**config.mk**
```make
export PLATFORM = sky130hd
export DESIGN_NAME = bbf_exec_core
export DESIGN_NICKNAME = d
export VERILOG_FILES = /design/src/verilog/bbf_pkg.sv /design/src/verilog/bbf_exec_core.sv /design/src/verilog/bbf_shift_unit.sv
export SDC_FILE = /design/constraint.sdc
export NUM_CORES = 1
export LEC_CHECK = 0
export BUFFER_PORTS_ARGS = -buffer_cell sky130_fd_sc_hd__clkbuf_2
export CAP_MARGIN = 40
export CORE_UTILIZATION = 45
export CTS_BUF_LIST = sky130_fd_sc_hd__clkbuf_8
export DETAILED_ROUTE_END_ITERATION = 8
export GPL_TIMING_DRIVEN = 0
export SLEW_MARGIN = 10
export SYNTH_ARGS = -nofsm -noshare
export SYNTH_HDL_FRONTEND = slang
export SYNTH_SLANG_ARGS = --single-unit
export TNS_END_PERCENT = 30
```
**constraint.sdc**
```tcl
create_clock -name aclk -period 3.1 [get_ports aclk]
set_clock_uncertainty 0.1 [all_clocks]
set_input_delay 0.775 -clock aclk [delete_from_list [all_inputs] [get_ports aclk]]
set_output_delay 0.775 -clock aclk [all_outputs]
set_load 0.01 [all_outputs]
```
**src/verilog/bbf_pkg.sv**
```systemverilog
package bbf_pkg;
  // ******************************
  // Register map and fields
  // ******************************
  localparam logic [2:0] BANK_CTL = 3'h0;
  localparam logic [2:0] BANK_GPR = 3'h1;
  localparam logic [2:0] BANK_IO = 3'h2;
  localparam logic [7:0] OFS_INSTR = 8'h00;
  localparam logic [7:0] OFS_FLAGS = 8'h04;
  localparam logic [7:0] OFS_PC = 8'h08;
  localparam logic [7:0] OFS_STAT = 8'h0c;
  localparam int BANK_LSB = 5;
  localparam int IDX_LSB = 2;
  localparam int NREG = 8;
  localparam int INSTR_BIT_LSB = 8;
  localparam int INSTR_REG_LSB = 12;
  localparam int INSTR_K_LSB = 16;
  localparam int STAT_BUSY_BIT = 0;
  localparam int STAT_TAKEN_BIT = 1;
  localparam int STAT_CYC_LSB = 8;
  localparam logic [3:0] ISSUE_STRB = 4'h7;
  localparam logic [7:0] FLAGS_RST = 8'h00;
  localparam logic [15:0] PC_RST = 16'h0000;
  localparam logic [15:0] PC_STEP = 16'h0001;
  localparam logic [7:0] REG_RST = 8'h00;
  localparam logic [7:0] CYC_NONE = 8'h00;
  localparam logic [7:0] CYC_SHORT = 8'h01;
  localparam logic [7:0] CYC_LONG = 8'h02;
  localparam logic [1:0] RESP_OKAY = 2'h0;
  localparam logic [1:0] RESP_SLVERR = 2'h2;
  // Flag positions in the status byte
  localparam int FLG_C = 0;
  localparam int FLG_Z = 1;
  localparam int FLG_N = 2;
  localparam int FLG_V = 3;
  localparam int FLG_S = 4;
  localparam int FLG_H = 5;
  localparam int FLG_T = 6;
  localparam int FLG_I = 7;
  localparam logic [1:0] OPG_BRANCH = 2'h0;
  localparam logic [1:0] OPG_FLAG = 2'h2;

  // ******************************
  // Types
  // ******************************
  // Branches: op[3:1] picks the flag test, op[0] set means test for zero.
  // Flag ops: op[3:1] is the flag position, op[0] the new value.
  typedef enum logic [5:0] {
    branch_on_carry_one = 6'h00, branch_on_carry_zero = 6'h01,
    branch_unsigned_lt = 6'h02, branch_unsigned_ge = 6'h03,
    branch_on_negative = 6'h04, branch_on_positive = 6'h05,
    branch_signed_lt = 6'h06, branch_signed_ge = 6'h07,
    branch_on_halfcarry_one = 6'h08, branch_on_halfcarry_zero = 6'h09,
    branch_on_transfer_one = 6'h0a, branch_on_transfer_zero = 6'h0b,
    branch_on_overflow_one = 6'h0c, branch_on_overflow_zero = 6'h0d,
    branch_if_irq_enabled = 6'h0e, branch_if_irq_disabled = 6'h0f,
    shift_left_logical = 6'h10, shift_right_logical = 6'h11,
    rotate_left_via_carry = 6'h12, rotate_right_via_carry = 6'h13,
    shift_right_arith = 6'h14, io_bit_force_zero = 6'h18, io_bit_force_one = 6'h19,
    bit_to_transfer_flag = 6'h1c, transfer_flag_to_bit = 6'h1d,
    carry_flag_zero = 6'h20, carry_flag_one = 6'h21, zero_flag_zero = 6'h22, zero_flag_one = 6'h23,
    negative_flag_zero = 6'h24, negative_flag_one = 6'h25,
    overflow_flag_zero = 6'h26, overflow_flag_one = 6'h27, sign_flag_zero = 6'h28, sign_flag_one = 6'h29,
    halfcarry_flag_zero = 6'h2a, halfcarry_flag_one = 6'h2b,
    transfer_flag_zero = 6'h2c, transfer_flag_one = 6'h2d, irq_global_off = 6'h2e, irq_global_on = 6'h2f
  } bbf_op_t;

  typedef enum logic [1:0] {ST_IDLE = 2'h0, ST_FIRST = 2'h1, ST_SECOND = 2'h2} bbf_state_t;

  typedef struct packed {
    logic [6:0] k;
    logic [2:0] ridx;
    logic [2:0] bsel;
    bbf_op_t op;
  } bbf_instr_t;

  typedef struct packed {
    logic [7:0] dout;
    logic c;
    logic z;
    logic n;
    logic v;
  } bbf_shres_t;
endpackage : bbf_pkg

```
**src/verilog/bbf_exec_core.sv**
```systemverilog
// Functional notes
// - Carry branches jump PC+k+1, flags untouched
// - Negative and signed branches test N, N^V
// - Half-carry branches test H, flags untouched
// - Transfer branches test T, flags untouched
// - Overflow branches test V, flags untouched
// - Interrupt branches test global enable flag
// - I/O bit force one/zero, two cycles
// - Logical shifts insert zero, update ZCNV
// - Rotates go through carry, update ZCNV
// - Arithmetic right shift keeps bit seven
// - Bit store to T, bit load from T
// - Interrupt enable sets, disable clears, one cycle
// - Flag instructions change at most one flag
//
// Design decisions made here: the AXI4-Lite register port and the register addresses.
`timescale 1ns/1ps
module bbf_exec_core import bbf_pkg::*; (
  input wire logic aclk, // Core clock, 20 MHz
  input wire logic aresetn, // Synchronous reset, active low
  input wire logic [7:0] s_axi_awaddr, // Write address
  input wire logic s_axi_awvalid, // Write address valid
  output logic s_axi_awready, // Write address ready
  input wire logic [31:0] s_axi_wdata, // Write data
  input wire logic [3:0] s_axi_wstrb, // Write byte strobes
  input wire logic s_axi_wvalid, // Write data valid
  output logic s_axi_wready, // Write data ready
  output logic [1:0] s_axi_bresp, // Write response
  output logic s_axi_bvalid, // Write response valid
  input wire logic s_axi_bready, // Write response ready
  input wire logic [7:0] s_axi_araddr, // Read address
  input wire logic s_axi_arvalid, // Read address valid
  output logic s_axi_arready, // Read address ready
  output logic [31:0] s_axi_rdata, // Read data
  output logic [1:0] s_axi_rresp, // Read response
  output logic s_axi_rvalid, // Read data valid
  input wire logic s_axi_rready // Read data ready
);
  // ******************************
  // Declarations
  // ******************************
  logic awready_ff, wready_ff, bvalid_ff, arready_ff, rvalid_ff;
  logic aw_hold_ff, w_hold_ff;
  logic [1:0] bresp_ff, rresp_ff;
  logic [31:0] rdata_ff, wdata_ff, rd_word;
  logic [3:0] wstrb_ff;
  logic [7:0] waddr_ff;
  logic rd_err, wr_do, wr_err, issue;
  logic bw_flags, bw_pc, bw_gpr, bw_io, bw_instr;
  logic [7:0] w_off, r_off;
  bbf_state_t state_ff;
  bbf_instr_t instr_ff, new_instr;
  logic [7:0] flags_ff, nxt_flags, cyc_ff, rd_val;
  logic [15:0] pc_ff, k_ext;
  logic [7:0] gpr_ff [NREG];
  logic [7:0] io_ff [NREG];
  logic taken_ff, ex_first, is_branch, is_flagop, is_shift, is_io, br_cond, new_legal;
  bbf_shres_t shres;

  assign s_axi_awready = awready_ff;
  assign s_axi_wready = wready_ff;
  assign s_axi_bvalid = bvalid_ff;
  assign s_axi_bresp = bresp_ff;
  assign s_axi_arready = arready_ff;
  assign s_axi_rvalid = rvalid_ff;
  assign s_axi_rdata = rdata_ff;
  assign s_axi_rresp = rresp_ff;

  // ******************************
  // AXI4-Lite write channels
  // ******************************
  // Address and data are caught separately so either may come first
  always_ff @(posedge aclk) begin
    if (!aresetn) begin
      aw_hold_ff <= 1'b0;
      awready_ff <= 1'b0;
      waddr_ff <= REG_RST;
    end else if (s_axi_awvalid && awready_ff) begin
      aw_hold_ff <= 1'b1;
      awready_ff <= 1'b0;
      waddr_ff <= s_axi_awaddr;
    end else if (wr_do) begin
      aw_hold_ff <= 1'b0;
    end else if (!aw_hold_ff && !bvalid_ff) begin
      awready_ff <= 1'b1;
    end
  end

  always_ff @(posedge aclk) begin
    if (!aresetn) begin
      w_hold_ff <= 1'b0;
      wready_ff <= 1'b0;
      wdata_ff <= '0;
      wstrb_ff <= '0;
    end else if (s_axi_wvalid && wready_ff) begin
      w_hold_ff <= 1'b1;
      wready_ff <= 1'b0;
      wdata_ff <= s_axi_wdata;
      wstrb_ff <= s_axi_wstrb;
    end else if (wr_do) begin
      w_hold_ff <= 1'b0;
    end else if (!w_hold_ff && !bvalid_ff) begin
      wready_ff <= 1'b1;
    end
  end

  // Response follows the cycle in which both halves are held
  always_ff @(posedge aclk) begin
    if (!aresetn) begin
      bvalid_ff <= 1'b0;
      bresp_ff <= RESP_OKAY;
    end else if (wr_do) begin
      bvalid_ff <= 1'b1;
      bresp_ff <= wr_err ? RESP_SLVERR : RESP_OKAY;
    end else if (s_axi_bready) begin
      bvalid_ff <= 1'b0;
    end
  end

  // Write decode; address bits [1:0] are ignored
  assign wr_do = aw_hold_ff && w_hold_ff && !bvalid_ff;
  assign w_off = {waddr_ff[7:IDX_LSB], 2'h0};
  assign bw_flags = wr_do && waddr_ff[BANK_LSB +: 3] == BANK_CTL && w_off == OFS_FLAGS && wstrb_ff[0];
  assign bw_pc = wr_do && waddr_ff[BANK_LSB +: 3] == BANK_CTL && w_off == OFS_PC;
  assign bw_gpr = wr_do && waddr_ff[BANK_LSB +: 3] == BANK_GPR && wstrb_ff[0];
  assign bw_io = wr_do && waddr_ff[BANK_LSB +: 3] == BANK_IO && wstrb_ff[0];
  assign bw_instr = wr_do && waddr_ff[BANK_LSB +: 3] == BANK_CTL && w_off == OFS_INSTR;
  // A new instruction is refused while one runs, or when malformed
  assign issue = bw_instr && state_ff == ST_IDLE && new_legal && (wstrb_ff & ISSUE_STRB) == ISSUE_STRB;
  assign wr_err = !(issue || bw_pc || waddr_ff[BANK_LSB +: 3] == BANK_GPR || waddr_ff[BANK_LSB +: 3] == BANK_IO
    || (waddr_ff[BANK_LSB +: 3] == BANK_CTL && w_off == OFS_FLAGS));

  // Field extraction and legality of a written instruction word
  always_comb begin
    new_instr.op = bbf_op_t'(wdata_ff[5:0]);
    new_instr.bsel = wdata_ff[INSTR_BIT_LSB +: 3];
    new_instr.ridx = wdata_ff[INSTR_REG_LSB +: 3];
    new_instr.k = wdata_ff[INSTR_K_LSB +: 7];
    new_legal = (wdata_ff[5:4] == OPG_BRANCH) || (wdata_ff[5:4] == OPG_FLAG);
    case (bbf_op_t'(wdata_ff[5:0]))
      shift_left_logical, shift_right_logical, rotate_left_via_carry, rotate_right_via_carry,
      shift_right_arith, io_bit_force_zero, io_bit_force_one, bit_to_transfer_flag,
      transfer_flag_to_bit: new_legal = 1'b1;
      default: ;
    endcase
  end

  // ******************************
  // AXI4-Lite read channel
  // ******************************
  // Data is sampled at the address handshake, answer one cycle later
  always_ff @(posedge aclk) begin
    if (!aresetn) begin
      arready_ff <= 1'b0;
      rvalid_ff <= 1'b0;
      rdata_ff <= '0;
      rresp_ff <= RESP_OKAY;
    end else if (rvalid_ff) begin
      if (s_axi_rready) begin
        rvalid_ff <= 1'b0;
        arready_ff <= 1'b1;
      end
    end else if (s_axi_arvalid && arready_ff) begin
      arready_ff <= 1'b0;
      rvalid_ff <= 1'b1;
      rdata_ff <= rd_word;
      rresp_ff <= rd_err ? RESP_SLVERR : RESP_OKAY;
    end else begin
      arready_ff <= 1'b1;
    end
  end

  assign r_off = {s_axi_araddr[7:IDX_LSB], 2'h0};

  // Read mux; unused upper bits read as zero
  always_comb begin
    rd_word = '0;
    rd_err = 1'b0;
    case (s_axi_araddr[BANK_LSB +: 3])
      BANK_GPR: rd_word[7:0] = gpr_ff[s_axi_araddr[IDX_LSB +: 3]];
      BANK_IO: rd_word[7:0] = io_ff[s_axi_araddr[IDX_LSB +: 3]];
      BANK_CTL: begin
        case (r_off)
          OFS_INSTR: begin
            rd_word[5:0] = instr_ff.op;
            rd_word[INSTR_BIT_LSB +: 3] = instr_ff.bsel;
            rd_word[INSTR_REG_LSB +: 3] = instr_ff.ridx;
            rd_word[INSTR_K_LSB +: 7] = instr_ff.k;
          end
          OFS_FLAGS: rd_word[7:0] = flags_ff;
          OFS_PC: rd_word[15:0] = pc_ff;
          OFS_STAT: begin
            rd_word[STAT_BUSY_BIT] = (state_ff != ST_IDLE);
            rd_word[STAT_TAKEN_BIT] = taken_ff;
            rd_word[STAT_CYC_LSB +: 8] = cyc_ff;
          end
          default: rd_err = 1'b1;
        endcase
      end
      default: rd_err = 1'b1;
    endcase
  end

  // ******************************
  // Instruction sequencing
  // ******************************
  assign ex_first = (state_ff == ST_FIRST);
  assign is_branch = (instr_ff.op[5:4] == OPG_BRANCH);
  assign is_flagop = (instr_ff.op[5:4] == OPG_FLAG);
  assign is_io = (instr_ff.op == io_bit_force_zero) || (instr_ff.op == io_bit_force_one);
  assign rd_val = gpr_ff[instr_ff.ridx];
  assign k_ext = {{9{instr_ff.k[6]}}, instr_ff.k};

  always_comb begin
    is_shift = 1'b0;
    case (instr_ff.op)
      shift_left_logical, shift_right_logical, rotate_left_via_carry, rotate_right_via_carry,
      shift_right_arith: is_shift = 1'b1;
      default: ;
    endcase
  end

  // Branch test: pick the flag term, then invert for the zero variants
  always_comb begin
    case (instr_ff.op[3:1])
      3'h0, 3'h1: br_cond = flags_ff[FLG_C];
      3'h2: br_cond = flags_ff[FLG_N];
      3'h3: br_cond = flags_ff[FLG_N] ^ flags_ff[FLG_V];
      3'h4: br_cond = flags_ff[FLG_H];
      3'h5: br_cond = flags_ff[FLG_T];
      3'h6: br_cond = flags_ff[FLG_V];
      default: br_cond = flags_ff[FLG_I];
    endcase
    br_cond = br_cond ^ instr_ff.op[0];
  end

  // Second cycle only for a taken branch or an I/O bit access
  always_ff @(posedge aclk) begin
    if (!aresetn) begin
      state_ff <= ST_IDLE;
      instr_ff <= '0;
      cyc_ff <= CYC_NONE;
      taken_ff <= 1'b0;
    end else begin
      case (state_ff)
        ST_IDLE: begin
          if (issue) begin
            instr_ff <= new_instr;
            state_ff <= ST_FIRST;
          end
        end
        ST_FIRST: begin
          taken_ff <= is_branch && br_cond;
          if ((is_branch && br_cond) || is_io) begin
            state_ff <= ST_SECOND;
          end else begin
            state_ff <= ST_IDLE;
            cyc_ff <= CYC_SHORT;
          end
        end
        ST_SECOND: begin
          state_ff <= ST_IDLE;
          cyc_ff <= CYC_LONG;
        end
        default: state_ff <= ST_IDLE;
      endcase
    end
  end

  // Program counter: execution wins over a bus write in the same cycle
  always_ff @(posedge aclk) begin
    if (!aresetn) begin
      pc_ff <= PC_RST;
    end else if (state_ff == ST_SECOND && is_branch) begin
      pc_ff <= pc_ff + k_ext + PC_STEP;
    end else if (ex_first && !(is_branch && br_cond)) begin
      pc_ff <= pc_ff + PC_STEP;
    end else if (bw_pc) begin
      if (wstrb_ff[0]) pc_ff[7:0] <= wdata_ff[7:0];
      if (wstrb_ff[1]) pc_ff[15:8] <= wdata_ff[15:8];
    end
  end

  bbf_shift_unit u_shift (
    .op(instr_ff.op),
    .din(rd_val),
    .cin(flags_ff[FLG_C]),
    .res(shres)
  );

  // Status flags: bus write first, then execution overlays its own bits
  always_comb begin
    nxt_flags = flags_ff;
    if (bw_flags) nxt_flags = wdata_ff[7:0];
    if (ex_first) begin
      if (is_flagop) begin
        nxt_flags[instr_ff.op[3:1]] = instr_ff.op[0];
      end else if (is_shift) begin
        nxt_flags[FLG_C] = shres.c;
        nxt_flags[FLG_Z] = shres.z;
        nxt_flags[FLG_N] = shres.n;
        nxt_flags[FLG_V] = shres.v;
      end else if (instr_ff.op == bit_to_transfer_flag) begin
        nxt_flags[FLG_T] = rd_val[instr_ff.bsel];
      end
    end
  end

  always_ff @(posedge aclk) begin
    if (!aresetn) flags_ff <= FLAGS_RST;
    else flags_ff <= nxt_flags;
  end

  // Working registers; a shift or bit load beats a bus write
  always_ff @(posedge aclk) begin
    if (!aresetn) begin
      for (int i = 0; i < NREG; i++) gpr_ff[i] <= REG_RST;
    end else if (ex_first && is_shift) begin
      gpr_ff[instr_ff.ridx] <= shres.dout;
    end else if (ex_first && instr_ff.op == transfer_flag_to_bit) begin
      gpr_ff[instr_ff.ridx][instr_ff.bsel] <= flags_ff[FLG_T];
    end else if (bw_gpr) begin
      gpr_ff[waddr_ff[IDX_LSB +: 3]] <= wdata_ff[7:0];
    end
  end

  // I/O registers; the bit is written in the second cycle of the access
  always_ff @(posedge aclk) begin
    if (!aresetn) begin
      for (int i = 0; i < NREG; i++) io_ff[i] <= REG_RST;
    end else if (state_ff == ST_SECOND && is_io) begin
      io_ff[instr_ff.ridx][instr_ff.bsel] <= instr_ff.op[0];
    end else if (bw_io) begin
      io_ff[waddr_ff[IDX_LSB +: 3]] <= wdata_ff[7:0];
    end
  end
endmodule : bbf_exec_core

```
**src/verilog/bbf_shift_unit.sv**
```systemverilog
`timescale 1ns/1ps
module bbf_shift_unit import bbf_pkg::*; (
  input wire bbf_op_t op, // Shift or rotate kind
  input wire logic [7:0] din, // Operand byte
  input wire logic cin, // Current carry flag
  output bbf_shres_t res // Result byte and new flags
);
  logic [7:0] r;
  logic c;

  // One-place shifts; the bit pushed out always lands in carry
  always_comb begin
    r = din;
    c = cin;
    case (op)
      shift_left_logical: begin
        r = {din[6:0], 1'b0};
        c = din[7];
      end
      shift_right_logical: begin
        r = {1'b0, din[7:1]};
        c = din[0];
      end
      rotate_left_via_carry: begin
        r = {din[6:0], cin};
        c = din[7];
      end
      rotate_right_via_carry: begin
        r = {cin, din[7:1]};
        c = din[0];
      end
      shift_right_arith: begin
        r = {din[7], din[7:1]};
        c = din[0];
      end
      default: begin
        r = din;
        c = cin;
      end
    endcase
    res.dout = r;
    res.c = c;
    res.z = (r == REG_RST);
    res.n = r[7];
    res.v = r[7] ^ c; // Overflow is negative xor carry after any shift
  end
endmodule : bbf_shift_unit

```
# Word-level counts from Yosys, hierarchy flattened

Memories as Yosys holds them, arrays and structs flattened. A register that Yosys moved wholly into a read port is not among the register bits.
Index checks and enable logic that the tools add are counted.

Bits in registers: 122
Latch bits: 0
Bits in writable memories: 128
Memory bits (read-only): 0
Bits of input ports: 59
Output and inout port bits: 41
Logic and storage cells: 261
Memories kept: 2

Memories:

| name   | words | width | read ports | clocked after memory_dff | write ports | RTL line            | RTL |
|---|---|---|---|---|---|---|---|
| gpr_ff | 8     | 8     | 2          | 1                        | 8           | bbf_exec_core.sv:55 | `logic [7:0] gpr_ff [NREG];` |
| io_ff  | 8     | 8     | 1          | 0                        | 8           | bbf_exec_core.sv:56 | `logic [7:0] io_ff [NREG];` |

Add/subtract/negate cells: 3
$mul: 0
Div/mod/pow operators: 0
Order comparisons: 4
Eq/ne operators: 41
Shifts and indexed selects: 0
Mux-type cells: 98
Bitwise logic cells: 14
Reductions and logical operators: 76

Operator list:

| operator                                             | count |
|---|---|
| two-way mux 8 bit                                    | 15 |
| equality test 6 x 5 -> 1 bit (second input constant) | 18 |
| two-way mux 16 bit                                   | 3 |
| two-way mux 1 bit                                    | 47 |
| case mux 8 bit (5 select lines)                      | 1 |
| adder 16 x 1 -> 16 bit (second input constant)       | 2 |
| OR reduction 8 bit                                   | 4 |
| logical AND 1 bit                                    | 28 |
| zero test 8 bit                                      | 3 |
| case mux 8 bit (3 select lines)                      | 1 |
| equality test 6 x 2 -> 1 bit (second input constant) | 3 |
| two-way mux 3 bit                                    | 6 |
| case mux 3 bit (3 select lines)                      | 2 |
| adder 16 bit                                         | 1 |
| case mux 8 bit (2 select lines)                      | 1 |
| two-way mux 15 bit                                   | 1 |
| AND reduction 2 bit                                  | 7 |
| equality test 3 x 2 -> 1 bit (second input constant) | 4 |
| equality test 3 bit (second input constant)          | 4 |
| equality test 6 x 1 -> 1 bit (second input constant) | 2 |
| case mux 4 bit (3 select lines)                      | 1 |
| two-way mux 2 bit                                    | 5 |
| nonzero test 2 bit                                   | 5 |
| OR reduction 2 bit                                   | 5 |
| other kinds (27)                                     | 67 |

# Logic depth before layout (Yosys ltp)

Gate-level depths: netlist (run 1).

Word-level depth: 12
Depth in mapped cells: 11

# Cells and area by module

From an unflattened synthesis (run 1), not the netlist that was laid out.

Cell total of the unflattened synthesis: 1479
Area, all modules: 14063.5 µm²

Modules (own cells, without submodules):

| module         | times used | cells each | area each (µm²) | sequential area each (µm²) |
|---|---|---|---|---|
| bbf_exec_core  | 1          | 1423       | 13610.6         | 6145.9 |
| bbf_shift_unit | 1          | 56         | 452.9           | 0.0 |

# Worst setup path after synthesis (run 1)

OpenSTA, ideal clock, no wires.

Path kind: input port to flip-flop
Start point: input aresetn
End point: memory gpr_ff[0][1], data pin
Setup time: 0.140 ns
Arrival time: 2.492 ns
Path slack: 0.368 ns
Cell stages on the path: 8
Path buffers: 1
Cell sequence: clkbuf_1 -> nand3b_1 -> nor4_4 -> nand2_1 -> a21boi_2 -> a2111oi_2 -> a21oi_2 -> nor2_1

RTL lines:

| item            | RTL line            | RTL |
|---|---|---|
| start, declared | bbf_exec_core.sv:20 | `input wire logic aresetn,` |
| end, declared   | bbf_exec_core.sv:55 |  |

# Worst setup path in the final report (run 1)

Start point: input s_axi_araddr[3]
End point: register rdata_ff[2] (netlist: s_axi_rdata[2])

Word-level cells in the longest chain between the ends: 3

Ends and longest elaborated chain:

| item                                                 | RTL line             | RTL |
|---|---|---|
| start, declared                                      | bbf_exec_core.sv:31  | `input wire logic [7:0] s_axi_araddr,` |
| equality test 6 x 2 -> 1 bit (tied with other cells) | bbf_exec_core.sv:183 | `case (r_off)` |
| case mux 4 bit (3 select lines)                      | bbf_exec_core.sv:183 |  |
| case mux 8 bit (3 select lines) (*)                  | bbf_exec_core.sv:179 | `case (s_axi_araddr[BANK_LSB +: 3])` |
| end signal, assigned                                 | bbf_exec_core.sv:166 | `rdata_ff <= rd_word;` |
| end, declared                                        | bbf_exec_core.sv:45  | `logic [31:0] rdata_ff, wdata_ff, rd_word;` |

Mark *: on every way between the ends. The rest lies on a longest branch, timed or not.
A chain may end at the register's enable or synchronous reset.

==> summary.md, run 1 <==
- finished with violations — run status
- design-rule violations — violations in the final reports
- 72900 µm — global-route wire length before repair
- 87 — post-synthesis cell type count
- 27.0% — Synth top area share
- 35700 µm — estimated wirelength of the detail-placed design
- 1496 — Syn Inst Count
- 7 — remaining design rule violation count
- 0 — Slew Limit Fails
- sky130_fd_sc_hd__clkbuf_1 — most common cell type on the critical path
- 23.7 µm — Wirelength per Cell
- 30800 µm² — Core Region
- 3.03 ns — minimum period implied by the final worst setup slack
- 32300 µm² — die area
- 16300 µm² — final standard cell area without fillers
- 12.8k — total number of vias
- sky130_fd_sc_hd__edfxtp_1 — most used flip-flop cell after synthesis
- register — kind of end point of the critical path
- 0.56 ns — clock insertion delay at the later pin of the skew report
- 0.970 — Placer Congestion
- 3 — cell count of the worst hold path
- 10 — peak fanout along the critical path
- 12.0k — via count of the first global-routing pass
- 9.51 µm² — mean cell area of the mapped netlist
- 0 — post-route ant nets
- gpr_ff[2][0] — Reg2Reg Capture Point
- 440 nW/µm² — power density over the cells
- 128 — number of synthesized flops with an enable pin
- 15200 µm² — post-place instance area
- 2062 — final standard cell count with taps included and fillers excluded
- 6.20 — ratio of routed vias to standard cells
- 0 — Finish-stage setup viols
- 46.1% — Starting Density
- 0 — initial antenna violation count
- 2 — number of H-tree branching levels
- 7660 µm² — area occupied by multi-input gates
- 10 — worst reg2reg path depth
- 0.341 ns — Final Hold Slack
- 21.0% — share of cells above drive strength 1
- input port to register — classification of the worst setup path
- 0 — number of hold-repair buffers added at the cts stage
- 0% — FFs w/ async S/R, synth
- 69 — count of buffers inserted at the top-level ports
- yes — clock tree from TritonCTS
- wdata_ff[19] — end point of the worst hold path
- 2901 — filler cell count in the final layout
- 6150 µm² — Sequential cell area
- input port to register — worst min-delay path class
- input port — startpoint types
- sky130_fd_sc_hd__clkbuf_1 — critical-path cell with the highest stage delay
- 3.39 ns — CP Data Required Time
- 29.9% — GRT Resource Usage Total
- 0 — GRT Residual Overflow
- 1708 — Post-layout nets
- 7.4% — combinational fraction of design power
- 41.2% — Relative slew margins
- 43.3% — part of the total power dissipated in the clock network
- 3 — maximum buffer depth of the clock tree
- 64 — site row count
- 0.72 ns — delay of the slowest critical-path stage
- 14200 µm² — cell area after synthesis
- 233 x sky130_fd_sc_hd__nor2_1, 161 x sky130_fd_sc_hd__o21ai_0, 128 x sky130_fd_sc_hd__edfxtp_1 — commonest cells in the synthesized netlist
- 0.10 ns — register-to-register setup slack
- 14.8% — Area Overhead vs Synth
- 49.2% — Sequential Power Share
- 5.84 nW — Leak Pwr
- 13 — pin count of the biggest net entering global routing
- 243 — clock sink count
- 44 — clock buffers created by TritonCTS
- s_axi_wdata[19] — Min-Delay Startpoint
- 48800 µm — Detailed Route WL
- 3.32 ns — arrival time of data at the critical path endpoint
- 1977 — number of instances in the placed design
- 0.00538 W — Int Power
- 1473 — initial detailed-routing violation count
- 0 ns — Setup TNS Final
- 0 — hold violation count in the final report
- 330 MHz — highest clock rate
- 180 µm — chip height
- 97.8% — final cycle utilization of the critical path
- 9 — Detailed Routing Iterations Pass 1
- clkbuf_1, clkbuf_1, mux4_2, a22oi_1, a21oi_1, a211oi_1, nor3_1 — critical path, cell by cell
- sky130_fd_sc_hd__nor2_1 — most numerous cell in the Yosys netlist
- sky130_fd_sc_hd__edfxtp_1 — post-synth top area cell
- 0 — antenna diode instance count
- 0 — reported max-cap violation count
- 180 µm — width of the die
- 0.00180 W — reported net switching power
- 0 — Warnings, synthesis
- 0.07 ns — clock transition time at the flip-flop clock pins of the worst setup and hold paths
- sky130_fd_sc_hd__clkbuf_8 — Root Buffer
- 243 — register bit total from synthesis
- instr_ff[5] — r2r startpoint
- 100 — ports placed on the boundary
- 0.319 mV — VDD IR max
- 0.880 ns — Least-Margin Pin Slew
- 43.2% — post-synthesis sequential area ratio
- 25.0% — switching fraction of total power
- sky130_fd_sc_hd__edfxtp_1 27%, sky130_fd_sc_hd__dfxtp_1 16%, sky130_fd_sc_hd__mux4_2 7.6% — top area cells in the synthesized netlist
-- area by class of cell --
| type | count | share of cell area (%) |
|---|---|---|
| buffer | 126 | 3.89 |
| clock buffer | 53 | 4.47 |
| clock inverter | 27 | 1.01 |
| inverter | 15 | 0.345 |
| multi-input combinational | 1122 | 46.9 |
| sequential | 243 | 37.7 |
| tap | 396 | 3.04 |
| timing repair buffer | 80 | 2.64 |
-- layer usage --
metal | up-vias | track usage [%] | part of all wire [%]
met2 | 628 | 45.0 | 44
met3 | 97 | 7.82 | 10
met1 | 6253 | 41.6 | 43
met4 | 0 | 10.1 | 2.8
met5 | - | 0 | 0
li1 | 5809 | - | -
-- flip-flops by register name, indices dropped and copies added (netlist names), 2 cells and up, named ones only --
signal	cells
gpr_ff	64
io_ff	64
s_axi_rdata	23
wdata_ff	23
instr_ff	19
pc_ff	16
flags_ff	8
waddr_ff	6
wstrb_ff	3
cyc_ff	2
state_ff	2
-- worst max path at each step --
| stage | slack, ns | from | endpoint | depth (start not counted) |
|---|---|---|---|---|
| 5_1_grt | -0.01 | instr_ff[4] | gpr_ff[2][0] | 10 |
| 2_1_floorplan | 0.37 | aresetn | gpr_ff[0][1] | 8 |
| 4_1_cts | -0.04 | instr_ff[1] | io_ff[1][2] | 9 |
| 6_report | 0.07 | s_axi_araddr[3] | s_axi_rdata[2] | 7 |
| 3_5_place_dp | -0.53 | s_axi_araddr[3] | s_axi_rdata[6] | 8 |
| 3_3_place_gp | -0.58 | aresetn | io_ff[2][1] | 7 |
-- placed cells by master, fill, tap and decap left out, drive strengths merged, types with 34 or more instances in the layout --
cell type  synthesis  layout
nor2             244     244
clkbuf            69     195
o21ai            166     166
edfxtp           128     128
dfxtp            115     115
nand2            111     111
a21oi            108     108
buf               57      64
mux4              48      48
mux2i             44      44
nor3              39      39
nand3             34      34
-- timing repair --
| action | 4_1_cts | 5_1_grt |
|---|---|---|
| setup buffers | 0 | 5 |
| cloned | 0 | 0 |
| resized for setup | 15 | 41 |
| pin swaps | 0 | 2 |
| setup endpoints to repair | 107 | 207 |
-- power by group through the flow --
stage | clock [W] | sequential, W | combinational, W
finish | 0.00311 | 0.00354 | 0.000533
global placement | 0 | 0.00360 | 0.000510
detailed placement | 0 | 0.00360 | 0.000517
global route | 0.00329 | 0.00355 | 0.000573
floorplan | 0 | 0.00358 | 0.000327
CTS | 0.00312 | 0.00354 | 0.000520
-- cells by family (layout without fill, tap and decap cells) --
logic type      after synthesis  in the layout  share of synthesized area (%)
compound gates              420            420                           18.8
xor+xnor                     28             28                           1.72
fa+ha+maj                    17             17                           1.55
buf+inv                     141            301                           4.72
flops                       243            243                           43.2
mux                         114            114                           12.5
other cells                   1             11                         0.0264
simple gates                532            532                           17.4
-- stage by stage --
stage               util, %  power [W]  setup slack [ns]
finish                 53.0    0.00718            0.0692
floorplan                 -    0.00391             0.368
global placement       49.0    0.00411            -0.581
global route           53.0    0.00740           -0.0136
CTS                    52.3    0.00717           -0.0352
detailed placement     49.1    0.00412            -0.534
-- critical path, delay by kind of cell --
kind            cells  cell delay, ns
simple gates        1            0.08
mux                 1            0.45
compound gates      3            0.73
buf+inv             2            1.27
Power figures use the tool's default switching activity.
==> run 2: changes to the inputs <==
MAX_ROUTING_LAYER = met4   (was default)
==> run 2 against run 1 <==
Clock-buffer cell count stayed put. Register-to-register slack got worse by 0.02 ns. Sequential power about the same. Clock power is 5% lower. Die area stayed put. Critical endpoint unchanged. Utilization shrank 0.34 points. Worst setup slack got worse by 0.035 ns. Non-clock buffer count rose by 6. Sequential share of layout area increased by 0.24 points. The run still ends with design-rule violations left.
==> summary.md, run 2 (synthesis gave the netlist of run 1 again) <==
- finished with violations — run status
- design-rule violations — violations in the final reports
- input port to register — worst min-delay path class
- instr_ff[4] — r2r startpoint
- 180 µm — chip height
- 0.06 ns — clock transition time at the flip-flop clock pins of the worst setup and hold paths
- 12.8k — total number of vias
- 21.0% — share of cells above drive strength 1
- 0.08 ns — register-to-register setup slack
- 30800 µm² — Core Region
- gpr_ff: 64 flops, io_ff: 64 flops — biggest registers after layout
- input port to register — classification of the worst setup path
- gpr_ff[2][0] — Reg2Reg Capture Point
- 0 — Slew Limit Fails
- 24.0 µm — Wirelength per Cell
- 3 — maximum buffer depth of the clock tree
- 12.1k — via count of the first global-routing pass
- 243 — clock sink count
- 100 — ports placed on the boundary
- 13 — pin count of the biggest net entering global routing
- 1979 — number of instances in the placed design
- register — kind of end point of the critical path
- yes — clock tree from TritonCTS
- 14.0% — Area Overhead vs Synth
- 326 MHz — highest clock rate
- 32300 µm² — die area
- 0 — reported max-cap violation count
- s_axi_wdata[20] — Min-Delay Startpoint
- sky130_fd_sc_hd__nor2_1 — leading cell type in the layout, fill and taps excluded
- 180 µm — width of the die
- 31.3% — GRT Resource Usage Total
- sky130_fd_sc_hd__clkbuf_8 — Root Buffer
- 10 — peak fanout along the critical path
- 5.80 nW — Leak Pwr
- 1454 — initial detailed-routing violation count
- s_axi_araddr[3] — launch point of the critical path
- 0.982 — Placer Congestion
- 64 — site row count
- 6.21 — ratio of routed vias to standard cells
- 42 — clock buffers created by TritonCTS
- input port — startpoint types
- 46.1% — Starting Density
- 0 — Finish-stage setup viols
- 49500 µm — Detailed Route WL
- 7 — remaining design rule violation count
- 3.07 ns — minimum period implied by the final worst setup slack
- 3.37 ns — arrival time of data at the critical path endpoint
- wdata_ff[20] — end point of the worst hold path
- 52.6% — end-of-flow core utilization
- 74800 µm — global-route wire length before repair
- 0.292 mV — VDD IR max
- 98.9% — final cycle utilization of the critical path
- 69 — count of buffers inserted at the top-level ports
- 0 — GRT Residual Overflow
- 0 ns — Setup TNS Final
- 3.40 ns — CP Data Required Time
- 3 — cell count of the worst hold path
- 7 — Detailed Routing Iterations Pass 1
- 37.5% — Relative slew margins
- 36000 µm — estimated wirelength of the detail-placed design
- 432 nW/µm² — power density over the cells
- 1712 — Post-layout nets
- 0.938 ns — Least-Margin Pin Slew
- 229 x sky130_fd_sc_hd__nor2_1, 161 x sky130_fd_sc_hd__o21ai_0, 128 x sky130_fd_sc_hd__edfxtp_1 — commonest non-fill, non-tap cells in the layout
- 10 — worst reg2reg path depth
- 0.57 ns — clock insertion delay at the later pin of the skew report
- 2065 — final standard cell count with taps included and fillers excluded
- 0 — number of hold-repair buffers added at the cts stage
- 2 — number of H-tree branching levels
- 1 — initial antenna violation count
- 0 — post-route ant nets
- 0 — hold violation count in the final report
-- run 2: layout make-up --
cell class                 instances  area, µm²
antenna                            1       2.50
timing repair buffer              86        477
inverter                          15       56.3
buffer                           126        631
clock buffer                      53        729
sequential                       243       6150
tap                              396        495
multi-input combinational       1122       7570
fill                            2960      14600
clock inverter                    23        111
-- run 2: per-layer routing --
layer | part of all wire [%] | vias up | track usage [%]
li1 | - | 5794 | -
met1 | 44 | 6317 | 43.9
met2 | 45 | 625 | 46.7
met3 | 9.1 | 94 | 5.02
met4 | 2.6 | 0 | 8.86
met5 | 0 | - | -
-- run 2: what timing repair did --
action                                  CTS  global route
endpoints found under the hold margin     0             0
endpoints found under the setup margin   81           186
pin swaps                                 0             3
buffers inserted                          0             9
resized for setup                        13            26
-- run 2: metrics by stage --
stage                     cell area (µm²)  hold WS [ns]  power, W  worst slack, ns
final                               16200         0.341   0.00701           0.0344
after global routing                16200         0.338   0.00721          -0.0295
after CTS                           16100         0.323   0.00702         -0.00570
after detailed placement            15200         0.350   0.00413           -0.479
after global placement              15100         0.344   0.00411           -0.599
after floorplan                     14300         0.333   0.00391            0.368
-- run 2: worst max path at each step --
stage,end,cells past startpoint
after CTS,io_ff[1][3],9
after global placement,io_ff[7][1],8
after detailed placement,s_axi_rdata[3],7
final,s_axi_rdata[2],7
after global routing,io_ff[7][6],9
after floorplan,gpr_ff[0][1],8
-- run 2: worst max-delay path: stages --
cell and delay [ns]:
sky130_fd_sc_hd__clkbuf_1 0.57, sky130_fd_sc_hd__clkbuf_1 0.75, sky130_fd_sc_hd__mux4_2 0.43, sky130_fd_sc_hd__a22oi_1 0.33, sky130_fd_sc_hd__a21oi_1 0.18, sky130_fd_sc_hd__a211oi_1 0.25
sky130_fd_sc_hd__nor3_1 0.07
-- run 2: where the power goes --
part / internal [W] / switching (W) / total [W]
registers: 0.00347 / 0.0000678 / 0.00354
clock network: 0.00155 / 0.00139 / 0.00294
logic: 0.000195 / 0.000335 / 0.000530
total: 0.00522 / 0.00179 / 0.00701
